[config.mk]
export PLATFORM = sky130hd
export DESIGN_NAME = pin_level_c_hi_mux
export DESIGN_NICKNAME = d
export VERILOG_FILES = /design/src/shared/pin_level_c_hi_pkg.sv /design/src/verilog/pin_cell.sv /design/src/verilog/pin_level_c_hi_mux.sv
export VERILOG_INCLUDE_DIRS = /design/src /design/src/shared
export SDC_FILE = /design/constraint.sdc
export NUM_CORES = 1
export LEC_CHECK = 0
export BUFFER_PORTS_ARGS = -buffer_cell sky130_fd_sc_hd__buf_2
export CORE_ASPECT_RATIO = 0.75
export CORE_MARGIN = 1
export CORE_UTILIZATION = 45
export DETAILED_ROUTE_END_ITERATION = 12
export PLACE_DENSITY = 0.66
export SLEW_MARGIN = 20
export SYNTH_ARGS = -nofsm -noshare
export SYNTH_HDL_FRONTEND = slang
export SYNTH_SLANG_ARGS = --single-unit
[constraint.sdc]
create_clock -name ref_clk -period 2.4 [get_ports ref_clk]
set_input_delay 0.12 -clock ref_clk [delete_from_list [all_inputs] [get_ports ref_clk]]
set_output_delay 0.12 -clock ref_clk [all_outputs]
set_load 0.05 [all_outputs]
[src/shared/pin_level_c_hi_map.svh]
// register offsets, field positions, reset values for the upper port pin mux
`ifndef PIN_LEVEL_C_HI_MAP_SVH
`define PIN_LEVEL_C_HI_MAP_SVH
`define PIN_LEVEL_C_OFS 4'h0
`define OUTPUT_LATCH_C_OFS 4'h1
`define DIRECTION_C_OFS 4'h2
`define ANALOG_SELECT_C_OFS 4'h3
`define SLEW_RATE_CONTROL_OFS 4'h4
`define PIN_CFG_OFS 4'h5
`define PERIPH_EN_OFS 4'h6
`define DIRECTION_C_RST 8'hff
`define ANALOG_SELECT_C_RST 8'hfc
`define OUTPUT_LATCH_C_RST 8'h00
`define SLEW_RATE_CONTROL_RST 8'h1f
`define PIN_CFG_RST 8'h3f
`define PERIPH_EN_RST 8'h00
`define ANSEL_IMPL_MASK 8'hfc
`define SLEW_IMPL_MASK 8'h1f
`define CFG_UNIT2_BIT 0
`define CFG_UNIT3_BIT 2
`define CFG_TIMER3_BIT 4
`define CFG_PWMB_BIT 5
`define EN_SPI_BIT 0
`define EN_PWM_A_BIT 1
`define EN_PWM_B_BIT 2
`define EN_CCP_BIT 3
`define EN_SERIAL_BIT 4
`define EN_SYNC_BIT 5
`define EN_CLK_MASTER_BIT 6
`endif

[src/shared/pin_level_c_hi_pkg.sv]
// types shared by the upper port pin mux
package pin_level_c_hi_pkg;
   typedef logic [7:0] byte_t;
   typedef logic [3:0] reg_addr_t;
   // who owns a pin output driver
   typedef enum logic [2:0] {
      OWN_NONE,
      OWN_LATCH,
      OWN_SPI,
      OWN_PWM,
      OWN_CCP,
      OWN_SERIAL
   } pin_owner_t;
endpackage

[src/verilog/pin_cell.sv]
// one pin cell: registered output drive and enable, and gated digital input
`timescale 1ns/1ps
module pin_cell
   import pin_level_c_hi_pkg::*;
(
   input wire logic ref_clk,
   input wire logic rst_n,
   input wire logic drv_en,
   input wire logic drv_val,
   input wire logic analog_sel,
   input wire logic pin_in,
   output logic pin_out,
   output logic pin_oe,
   output logic dig_in
);
   logic out_nxt;
   logic oe_nxt;
   logic din_nxt;
   logic out_r;
   logic oe_r;
   logic din_r;
   // next pin drive and digital input value
   always_comb begin
      out_nxt = drv_val;
      oe_nxt = drv_en;
      din_nxt = analog_sel ? 1'b0 : pin_in;
   end
   // register pin outputs
   always_ff @(posedge ref_clk or negedge rst_n) begin
      if (!rst_n) begin
         out_r <= 1'b0;
         oe_r <= 1'b0;
         din_r <= 1'b0;
      end else begin
         out_r <= out_nxt;
         oe_r <= oe_nxt;
         din_r <= din_nxt;
      end
   end
   assign pin_out = out_r;
   assign pin_oe = oe_r;
   assign dig_in = din_r;
endmodule

[src/verilog/pin_level_c_hi_mux.sv]
// pin function mux for port bits 5 to 7 with register port
//
// Strobed register access and the register addresses were chosen for this implementation.
`timescale 1ns/1ps
`include "pin_level_c_hi_map.svh"
module pin_level_c_hi_mux
   import pin_level_c_hi_pkg::*;
(
   input wire logic ref_clk,
   input wire logic reset_n,
   input wire pin_level_c_hi_pkg::reg_addr_t reg_addr,
   input wire pin_level_c_hi_pkg::byte_t reg_wdata,
   input wire logic reg_wr,
   input wire logic reg_rd,
   output pin_level_c_hi_pkg::byte_t reg_rdata,
   input wire logic [2:0] pin_in,
   output logic [2:0] pin_out,
   output logic [2:0] pin_oe,
   input wire logic spi_serial_out_first,
   input wire logic unit3_pwm_out_a,
   input wire logic unit3_pwm_out_b,
   input wire logic capture_compare_unit3_pin_compare_out,
   input wire logic async_transmit_first,
   input wire logic sync_clock_out,
   input wire logic sync_data_out,
   input wire logic sync_data_drive,
   output logic capture_compare_unit3_pin_capture_in,
   output logic async_receive_first,
   output logic sync_clock_in,
   output logic sync_data_in,
   output logic analog_channel_17,
   output logic analog_channel_18,
   output logic analog_channel_19,
   output logic unit2_pin_select_cfg,
   output logic timer3_clock_pin_select_cfg,
   output logic unit2_pwm_b_pin_select_cfg
);
   import pin_level_c_hi_pkg::*;

   logic rst_s1_r; // reset release stage one
   logic rst_n_r;  // reset release stage two
   byte_t latch_r, latch_nxt; // output latch
   byte_t dir_r, dir_nxt;     // direction, 1 = input
   byte_t ansel_r, ansel_nxt; // analog select
   byte_t slew_r, slew_nxt;   // slew rate control, stored only
   byte_t cfg_r, cfg_nxt;     // pin assignment configuration
   byte_t en_r, en_nxt;       // peripheral output enables
   byte_t rdata_r, rdata_nxt; // read data, one cycle after strobe
   logic [2:0] drv_en;        // driver enable per pin
   logic [2:0] drv_val;       // driven value per pin
   logic [2:0] dig_in;        // gated digital input per pin
   pin_owner_t own [3];       // owner per pin, for visibility
   logic capture_compare_unit3_pin_here;           // unit3 routed to bit6

   // two-stage reset release
   always_ff @(posedge ref_clk or negedge reset_n) begin
      if (!reset_n) begin
         rst_s1_r <= 1'b0;
         rst_n_r <= 1'b0;
      end else begin
         rst_s1_r <= 1'b1;
         rst_n_r <= rst_s1_r;
      end
   end

   // pick highest priority owner; latch is the fallback
   function automatic pin_owner_t pick(input logic [4:0] req);
      if (req[4]) pick = OWN_SERIAL;
      else if (req[3]) pick = OWN_CCP;
      else if (req[2]) pick = OWN_PWM;
      else if (req[1]) pick = OWN_SPI;
      else if (req[0]) pick = OWN_LATCH;
      else pick = OWN_NONE;
   endfunction

   // unit3 on bit6 only under alternate assignment
   assign capture_compare_unit3_pin_here = !cfg_r[`CFG_UNIT3_BIT];
   // set bits keep the other functions on their default pins
   assign unit2_pin_select_cfg = cfg_r[`CFG_UNIT2_BIT];
   assign timer3_clock_pin_select_cfg = cfg_r[`CFG_TIMER3_BIT];
   assign unit2_pwm_b_pin_select_cfg = cfg_r[`CFG_PWMB_BIT];

   // output ownership and drive per pin
   always_comb begin
      logic [4:0] r5;
      logic [4:0] r6;
      logic [4:0] r7;
      // analog select does not enter any drive term
      r5 = '0;
      r6 = '0;
      r7 = '0;
      r5[0] = !dir_r[5];
      r5[1] = !dir_r[5] && en_r[`EN_SPI_BIT];
      r6[0] = !dir_r[6];
      r6[2] = !dir_r[6] && en_r[`EN_PWM_A_BIT] && capture_compare_unit3_pin_here;
      r6[3] = !dir_r[6] && en_r[`EN_CCP_BIT] && capture_compare_unit3_pin_here;
      // serial owns bit6 regardless of direction
      r6[4] = en_r[`EN_SERIAL_BIT] &&
         (!en_r[`EN_SYNC_BIT] || en_r[`EN_CLK_MASTER_BIT]);
      r7[0] = !dir_r[7];
      r7[2] = !dir_r[7] && en_r[`EN_PWM_B_BIT];
      r7[4] = en_r[`EN_SERIAL_BIT] && en_r[`EN_SYNC_BIT] &&
         sync_data_drive;
      own[0] = pick(r5);
      own[1] = pick(r6);
      own[2] = pick(r7);
      drv_en = {own[2] != OWN_NONE, own[1] != OWN_NONE,
         own[0] != OWN_NONE};
      unique case (own[0])
         OWN_SPI: drv_val[0] = spi_serial_out_first;
         default: drv_val[0] = latch_r[5];
      endcase
      unique case (own[1])
         OWN_SERIAL: drv_val[1] = en_r[`EN_SYNC_BIT] ?
            sync_clock_out : async_transmit_first;
         OWN_CCP: drv_val[1] = capture_compare_unit3_pin_compare_out;
         OWN_PWM: drv_val[1] = unit3_pwm_out_a;
         default: drv_val[1] = latch_r[6];
      endcase
      unique case (own[2])
         OWN_SERIAL: drv_val[2] = sync_data_out;
         OWN_PWM: drv_val[2] = unit3_pwm_out_b;
         default: drv_val[2] = latch_r[7];
      endcase
   end

   // one cell per pin; analog select gates the input path
   for (genvar i = 0; i < 3; i++) begin : g_pin
      pin_cell u_cell (
         .ref_clk(ref_clk),
         .rst_n(rst_n_r),
         .drv_en(drv_en[i]),
         .drv_val(drv_val[i]),
         .analog_sel(ansel_r[5+i]),
         .pin_in(pin_in[i]),
         .pin_out(pin_out[i]),
         .pin_oe(pin_oe[i]),
         .dig_in(dig_in[i])
      );
   end

   // peripheral inputs from the gated pin levels
   always_comb begin
      capture_compare_unit3_pin_capture_in = capture_compare_unit3_pin_here && dir_r[6] && dig_in[1];
      async_receive_first = dig_in[2];
      sync_clock_in = dig_in[1];
      sync_data_in = dig_in[2];
   end

   // analog channels fed when input and analog selected
   always_comb begin
      analog_channel_17 = dir_r[5] && ansel_r[5] && pin_in[0];
      analog_channel_18 = dir_r[6] && ansel_r[6] && pin_in[1];
      analog_channel_19 = dir_r[7] && ansel_r[7] && pin_in[2];
   end

   // register writes and read data
   always_comb begin
      latch_nxt = latch_r;
      dir_nxt = dir_r;
      ansel_nxt = ansel_r;
      slew_nxt = slew_r;
      cfg_nxt = cfg_r;
      en_nxt = en_r;
      rdata_nxt = '0;
      if (reg_wr) begin
         unique case (reg_addr)
            `PIN_LEVEL_C_OFS: latch_nxt = reg_wdata;
            `OUTPUT_LATCH_C_OFS: latch_nxt = reg_wdata;
            `DIRECTION_C_OFS: dir_nxt = reg_wdata;
            `ANALOG_SELECT_C_OFS:
               ansel_nxt = reg_wdata & `ANSEL_IMPL_MASK;
            `SLEW_RATE_CONTROL_OFS:
               slew_nxt = reg_wdata & `SLEW_IMPL_MASK;
            `PIN_CFG_OFS: cfg_nxt = reg_wdata;
            `PERIPH_EN_OFS: en_nxt = reg_wdata;
            default: ;
         endcase
      end
      if (reg_rd) begin
         unique case (reg_addr)
            // pins 0..4 live elsewhere and read zero here
            `PIN_LEVEL_C_OFS: rdata_nxt = {dig_in, 5'h00};
            `OUTPUT_LATCH_C_OFS: rdata_nxt = latch_r;
            `DIRECTION_C_OFS: rdata_nxt = dir_r;
            `ANALOG_SELECT_C_OFS: rdata_nxt = ansel_r;
            `SLEW_RATE_CONTROL_OFS: rdata_nxt = slew_r;
            `PIN_CFG_OFS: rdata_nxt = cfg_r;
            `PERIPH_EN_OFS: rdata_nxt = en_r;
            default: rdata_nxt = '0;
         endcase
      end
   end

   // register state
   always_ff @(posedge ref_clk or negedge rst_n_r) begin
      if (!rst_n_r) begin
         latch_r <= `OUTPUT_LATCH_C_RST;
         dir_r <= `DIRECTION_C_RST;
         ansel_r <= `ANALOG_SELECT_C_RST;
         slew_r <= `SLEW_RATE_CONTROL_RST;
         cfg_r <= `PIN_CFG_RST;
         en_r <= `PERIPH_EN_RST;
         rdata_r <= '0;
      end else begin
         latch_r <= latch_nxt;
         dir_r <= dir_nxt;
         ansel_r <= ansel_nxt;
         slew_r <= slew_nxt;
         cfg_r <= cfg_nxt;
         en_r <= en_nxt;
         rdata_r <= rdata_nxt;
      end
   end

   assign reg_rdata = rdata_r;
endmodule
* Word-level counts from Yosys, hierarchy flattened
Cells that the tools add are included.
** Cells by class
- Add/sub/neg operators :: 0
- Multipliers :: 0
- Div/mod/pow operators :: 0
- $lt $le $gt $ge :: 0
- Equality and inequality tests :: 12
- Shifts and indexed selects :: 0
- Muxes and demuxes :: 18
- Bitwise gates (word level) :: 0
- Reduce and logical (&&, ||, !) cells :: 34
** Operator list (number)
- case mux 8 bit (7 select lines) :: 1
- logical AND 1 bit :: 17
- == test 4 x 3 -> 1 bit, second input constant :: 3
- AND reduction 2 bit :: 6
- == test 3 x 2 -> 1 bit, second input constant :: 3
- == test 3 bit, second input constant :: 3
- two-way mux 3 bit :: 3
- nonzero test 3 bit :: 3
- == test 4 x 2 -> 1 bit, second input constant :: 2
- two-way mux 1 bit :: 8
- two-way mux 8 bit :: 1
- two-way mux 2 bit :: 3
- logical NOT 1 bit :: 5
- == test 4 x 1 -> 1 bit, second input constant :: 1
- logical NOT 4 bit :: 1
- case mux 1 bit (3 select lines) :: 1
- case mux 1 bit (2 select lines) :: 1
- OR reduction 2 bit :: 1
- logical OR 1 bit :: 1
** Storage, ports and cells
- Flip-flop bits (word level) :: 62
- Bits in latches :: 0
- Bits in writable memories :: 0
- Memory bits (read-only) :: 0
- Bits of input ports :: 27
- Output and inout port bits :: 24
- Memories :: 0

* Depth between registers and ports, before layout
- Word-level depth :: 8
- Gate-level depth with buffers :: 6

* Cells and area by module
A second synthesis with hierarchy kept.
** Second synthesis, totals
- Cells, all modules :: 215
- Area, all modules :: 2870.3 µm²
** By module, submodules not included
- pin_level_c_hi_mux :: times used 1, cells each 203, area an instance 2603.7 µm², seq. area each 1357.6 µm²
- pin_cell :: times used 3, cells each 4, area an instance 88.8 µm², seq. area each 75.1 µm²

* Least setup slack after synthesis
No wires, ideal clock.
- Kind :: reg-to-output
- Start point :: register g_pin[1].u_cell.din_r
- End point :: output capture_compare_unit3_pin_capture_in
- Arrival :: 1.378 ns
- Data required time :: 2.280 ns
- Slack :: 0.902 ns
- Stages on the path, launching flop included :: 3
- Path buffers :: 0
- Cells stage by stage :: dfrtp_1 nand2_1 nor2_1
** Between the ends
- Word-level cells in the longest chain between the ends :: 1
** Ends and longest elaborated chain
- start: declaration :: line pin_cell.sv:21 : logic din_r;
- start signal: assignment :: line pin_cell.sv:37 : din_r <= din_nxt;
- logical AND 1 bit :: line pin_level_c_hi_mux.sv:144 : capture_compare_unit3_pin_capture_in = capture_compare_unit3_pin_here && dir_r[6] && dig_in[1];
- end: declaration :: line pin_level_c_hi_mux.sv:27 : output logic capture_compare_unit3_pin_capture_in,
Every way passes these cells.

* Worst setup path after layout
- Start point :: register dir_r[6]
- End point :: output analog_channel_18
** Between the ends
- Word-level cells in the longest chain between the ends :: 2
** Ends and longest elaborated chain
- start: declaration :: line pin_level_c_hi_mux.sv:43 : byte_t dir_r, dir_nxt;
- start signal: assignment :: line pin_level_c_hi_mux.sv:199 : dir_r <= `DIRECTION_C_RST;
- start signal: assignment :: line pin_level_c_hi_mux.sv:207 : dir_r <= dir_nxt;
- logical AND 1 bit (2 in a row) :: line pin_level_c_hi_mux.sv:153 : analog_channel_18 = dir_r[6] && ansel_r[6] && pin_in[1];
- end: declaration :: line pin_level_c_hi_mux.sv:32 : output logic analog_channel_18,
Every way passes these cells.

==> flow_summary.yaml <==
outcome:
  status: "completed"
critical_path:
  max_stage_delay_ps: 570
  arrival_ps: 1340
  crit_path_cell_trace: "and3_1 -> buf_2"
  worst_setup_path_start_kind: "flip-flop"
  cp_slowest_cell: "dfstp_2"
  worstSetupEndpointType: "output port"
  worstPathRequired_ps: 2280
  cp_max_fo: 6
  crit_type: "flip-flop to output port"
yosys:
  ys_top_cells_by_area: "dfrtp_1, dfstp_2, mux2_2"
  synth_nets: 246
  ys_seq_area_share_pct: 54.9
  synth_ff_type: "dfrtp_1"
  yosysTopAreaCellShare_pct: 32.1
  netlist_instances: 219
  syn_area_per_cell_um2: 13.2
  netlist_area_um2: 2880
  ys_seq_elements: 62
  ys_warn_count: 0
  synth_edf_count: 0
  synthArstFlopShare_pct: 100
  synth_cell_types: 38
  synth_top_area_cell: "dfrtp_1"
timing:
  fin_worst_skew_ps: 6.65
  slew-limit-headroom_pct: 49.9
  setup_tns_ps: 0
  setup_viol: 0
  clock.fmax_mhz: 686
  hold_viol: 0
  worst_pin_slew_ps: 749
  rsz0062_at_grt: "no"
  drv_slew: 0
  timing.hold.ws_ps: 16.2
  fin_crit_ps: 1460
  post-route-period-util_pct: 60.7
global_routing:
  grt_pass1_vias: 1939
  overflow: 0
  grt.met1_usage_pct: 31.3
  grt_most_used_layer: "met1"
  grt_pass1_wl_mm: 10.5
  grt_max_degree: 30
  antenna_found_initial: 0
  track_usage_pct: 21.6
  use_met3_pct: 7.96
  grt_util_met2_pct: 30.8
die:
  dieArea_um2: 6730
  die_w_um: 94.4
  start_util_pct: 48.0
  core_area_um2: 6010
  rows: 24
  num_io_pins: 51
  die_h_um: 71.3
clock_network:
  cts_root_buffer: "clkbuf_8"
  clock_latency_ps: 340
  path_clk_slew_ps: 60
  clk_path_buf_depth: 2
  cts_tree: "built"
  cts_made_buffers: 9
  cts-resized-gates: 0
  cts.sinks: 62
  cts_hold_buf: 1
  post_cts_buffers: 0
  ctsHtreeMaxLevel: 3
power:
  p_per_area_nw_per_um2: 991
  leakage_nw: 1.53
  max-vdd-ir-drop_v: 0.000522
finish:
  area_growth_pct: 19.4
  fillers: 515
  final_area_um2: 3440
  utilization_pct: 57.3
  fin_cells: 354
  most-common-layout-cells: "mux2_2, buf_2, dfrtp_1"
  regArea_um2: 1580
  final_common_cell: "mux2_2"
  antennaDiodeCount: 0
  layout-drive-gt1-share_pct: 57.6
  multi_input_area_um2: 1200
  fin_nets: 298
placement:
  postPlaceCellArea_um2: 3160
  dp_cells: 337
  io_buffers: 50
  routabilityCongestion: 0.822
  detailed_place_hpwl_mm: 4.60
route:
  first_pass_iters: 4
  drtAntennaViolNets: 0
  wl_per_cell_um: 18.2
  vias_per_cell: 5.55
  drtIter0Drc: 101
  drt-total-wl_mm: 6.46
  drc: 0
  vias: 1963
hold_path:
  hold_class: "primary input to flip-flop"
run:
  cap_violations: 0
[cell usage after synthesis (2+ instances only)]
cell type,instances
mux2_2,54
dfrtp_1,37
dfstp_2,25
buf_4,9
nand2_1,9
nand3_1,9
nor2_1,8
a31oi_1,7
and3_1,7
a21oi_1,5
nor2b_1,5
a22oi_1,4
mux2i_1,4
nand2b_1,4
a32oi_1,3
buf_2,3
inv_1,2
nand4_1,2
nor2_4,2
o221ai_1,2
[stage by stage]
step	total power [mW]	worst slack, ps
floorplan	2.05	590
global placement	2.20	745
detailed placement	2.21	689
CTS	3.44	923
global route	3.57	838
finish	3.41	943
[per-layer routing]
layer  up-vias  wire length [um]
met3         5               364
met1       986              3150
met5         -                 0
met2        62              2890
li1        910                 -
met4         0                61
[critical path, delay by kind of cell (launching register included)]
family                 cells  cell delay (ps)
buffers and inverters      1              260
flip-flops                 1              570
AND/OR/NAND/NOR            1              170
[power breakdown]
part	total (mW)	switching, mW	internal, mW
registers	1.48	0.147	1.33
clock network	1.22	0.398	0.821
logic	0.715	0.427	0.288
total	3.41	0.972	2.44
[cell type report]
cell class,instances,area share [%]
Clock buffer,10,4.00
Clock inverter,6,3.86
Inverter,2,0.218
Multi-Input combinational cell,142,34.8
Sequential cell,62,46.1
Tap cell,78,2.84
Timing Repair Buffer,54,8.22
[state kept, by name, summed over array words and instances (netlist names)]
| signal | cells |
|---|---|
| slew_r | 5 |
| ansel_r | 6 |
| reg_rdata | 8 |
| en_r | 8 |
| rst_n_r | 1 |
| rst_s1_r | 1 |
| cfg_r | 8 |
| g_pin.u_cell.pin_out | 3 |
| dir_r | 8 |
| g_pin.u_cell.dig_in | 3 |
| latch_r | 8 |
| g_pin.u_cell.pin_oe | 3 |
[final timing paths]
path	from	slack, ps	to	cells past startpoint
max	dir_r[6]	940	analog_channel_18	2
min	pin_in[1]	20	g_pin[1].u_cell.dig_in	2
max reg2reg	cfg_r[2]	1180	g_pin[1].u_cell.pin_out	3
min reg2reg	rst_n_r	140	reg_rdata[3]	0
max in group asynchronous	rst_n_r	1560	slew_r[0]	1
min in group asynchronous	reset_n	80	rst_s1_r	2
[cell families (layout without fill, tap and decap cells)]
logic type             after synthesis  in the layout  share of synthesized area (%)
flip-flops                          62             62                           54.9
multiplexers                        58             58                           22.5
AND/OR/NAND/NOR                     56             56                           12.4
AO/OA/AOI/OAI                       27             27                           6.56
buffers and inverters               15             72                           3.52
other                                1              1                          0.130
No activity file was read; power rests on OpenSTA's default activity.
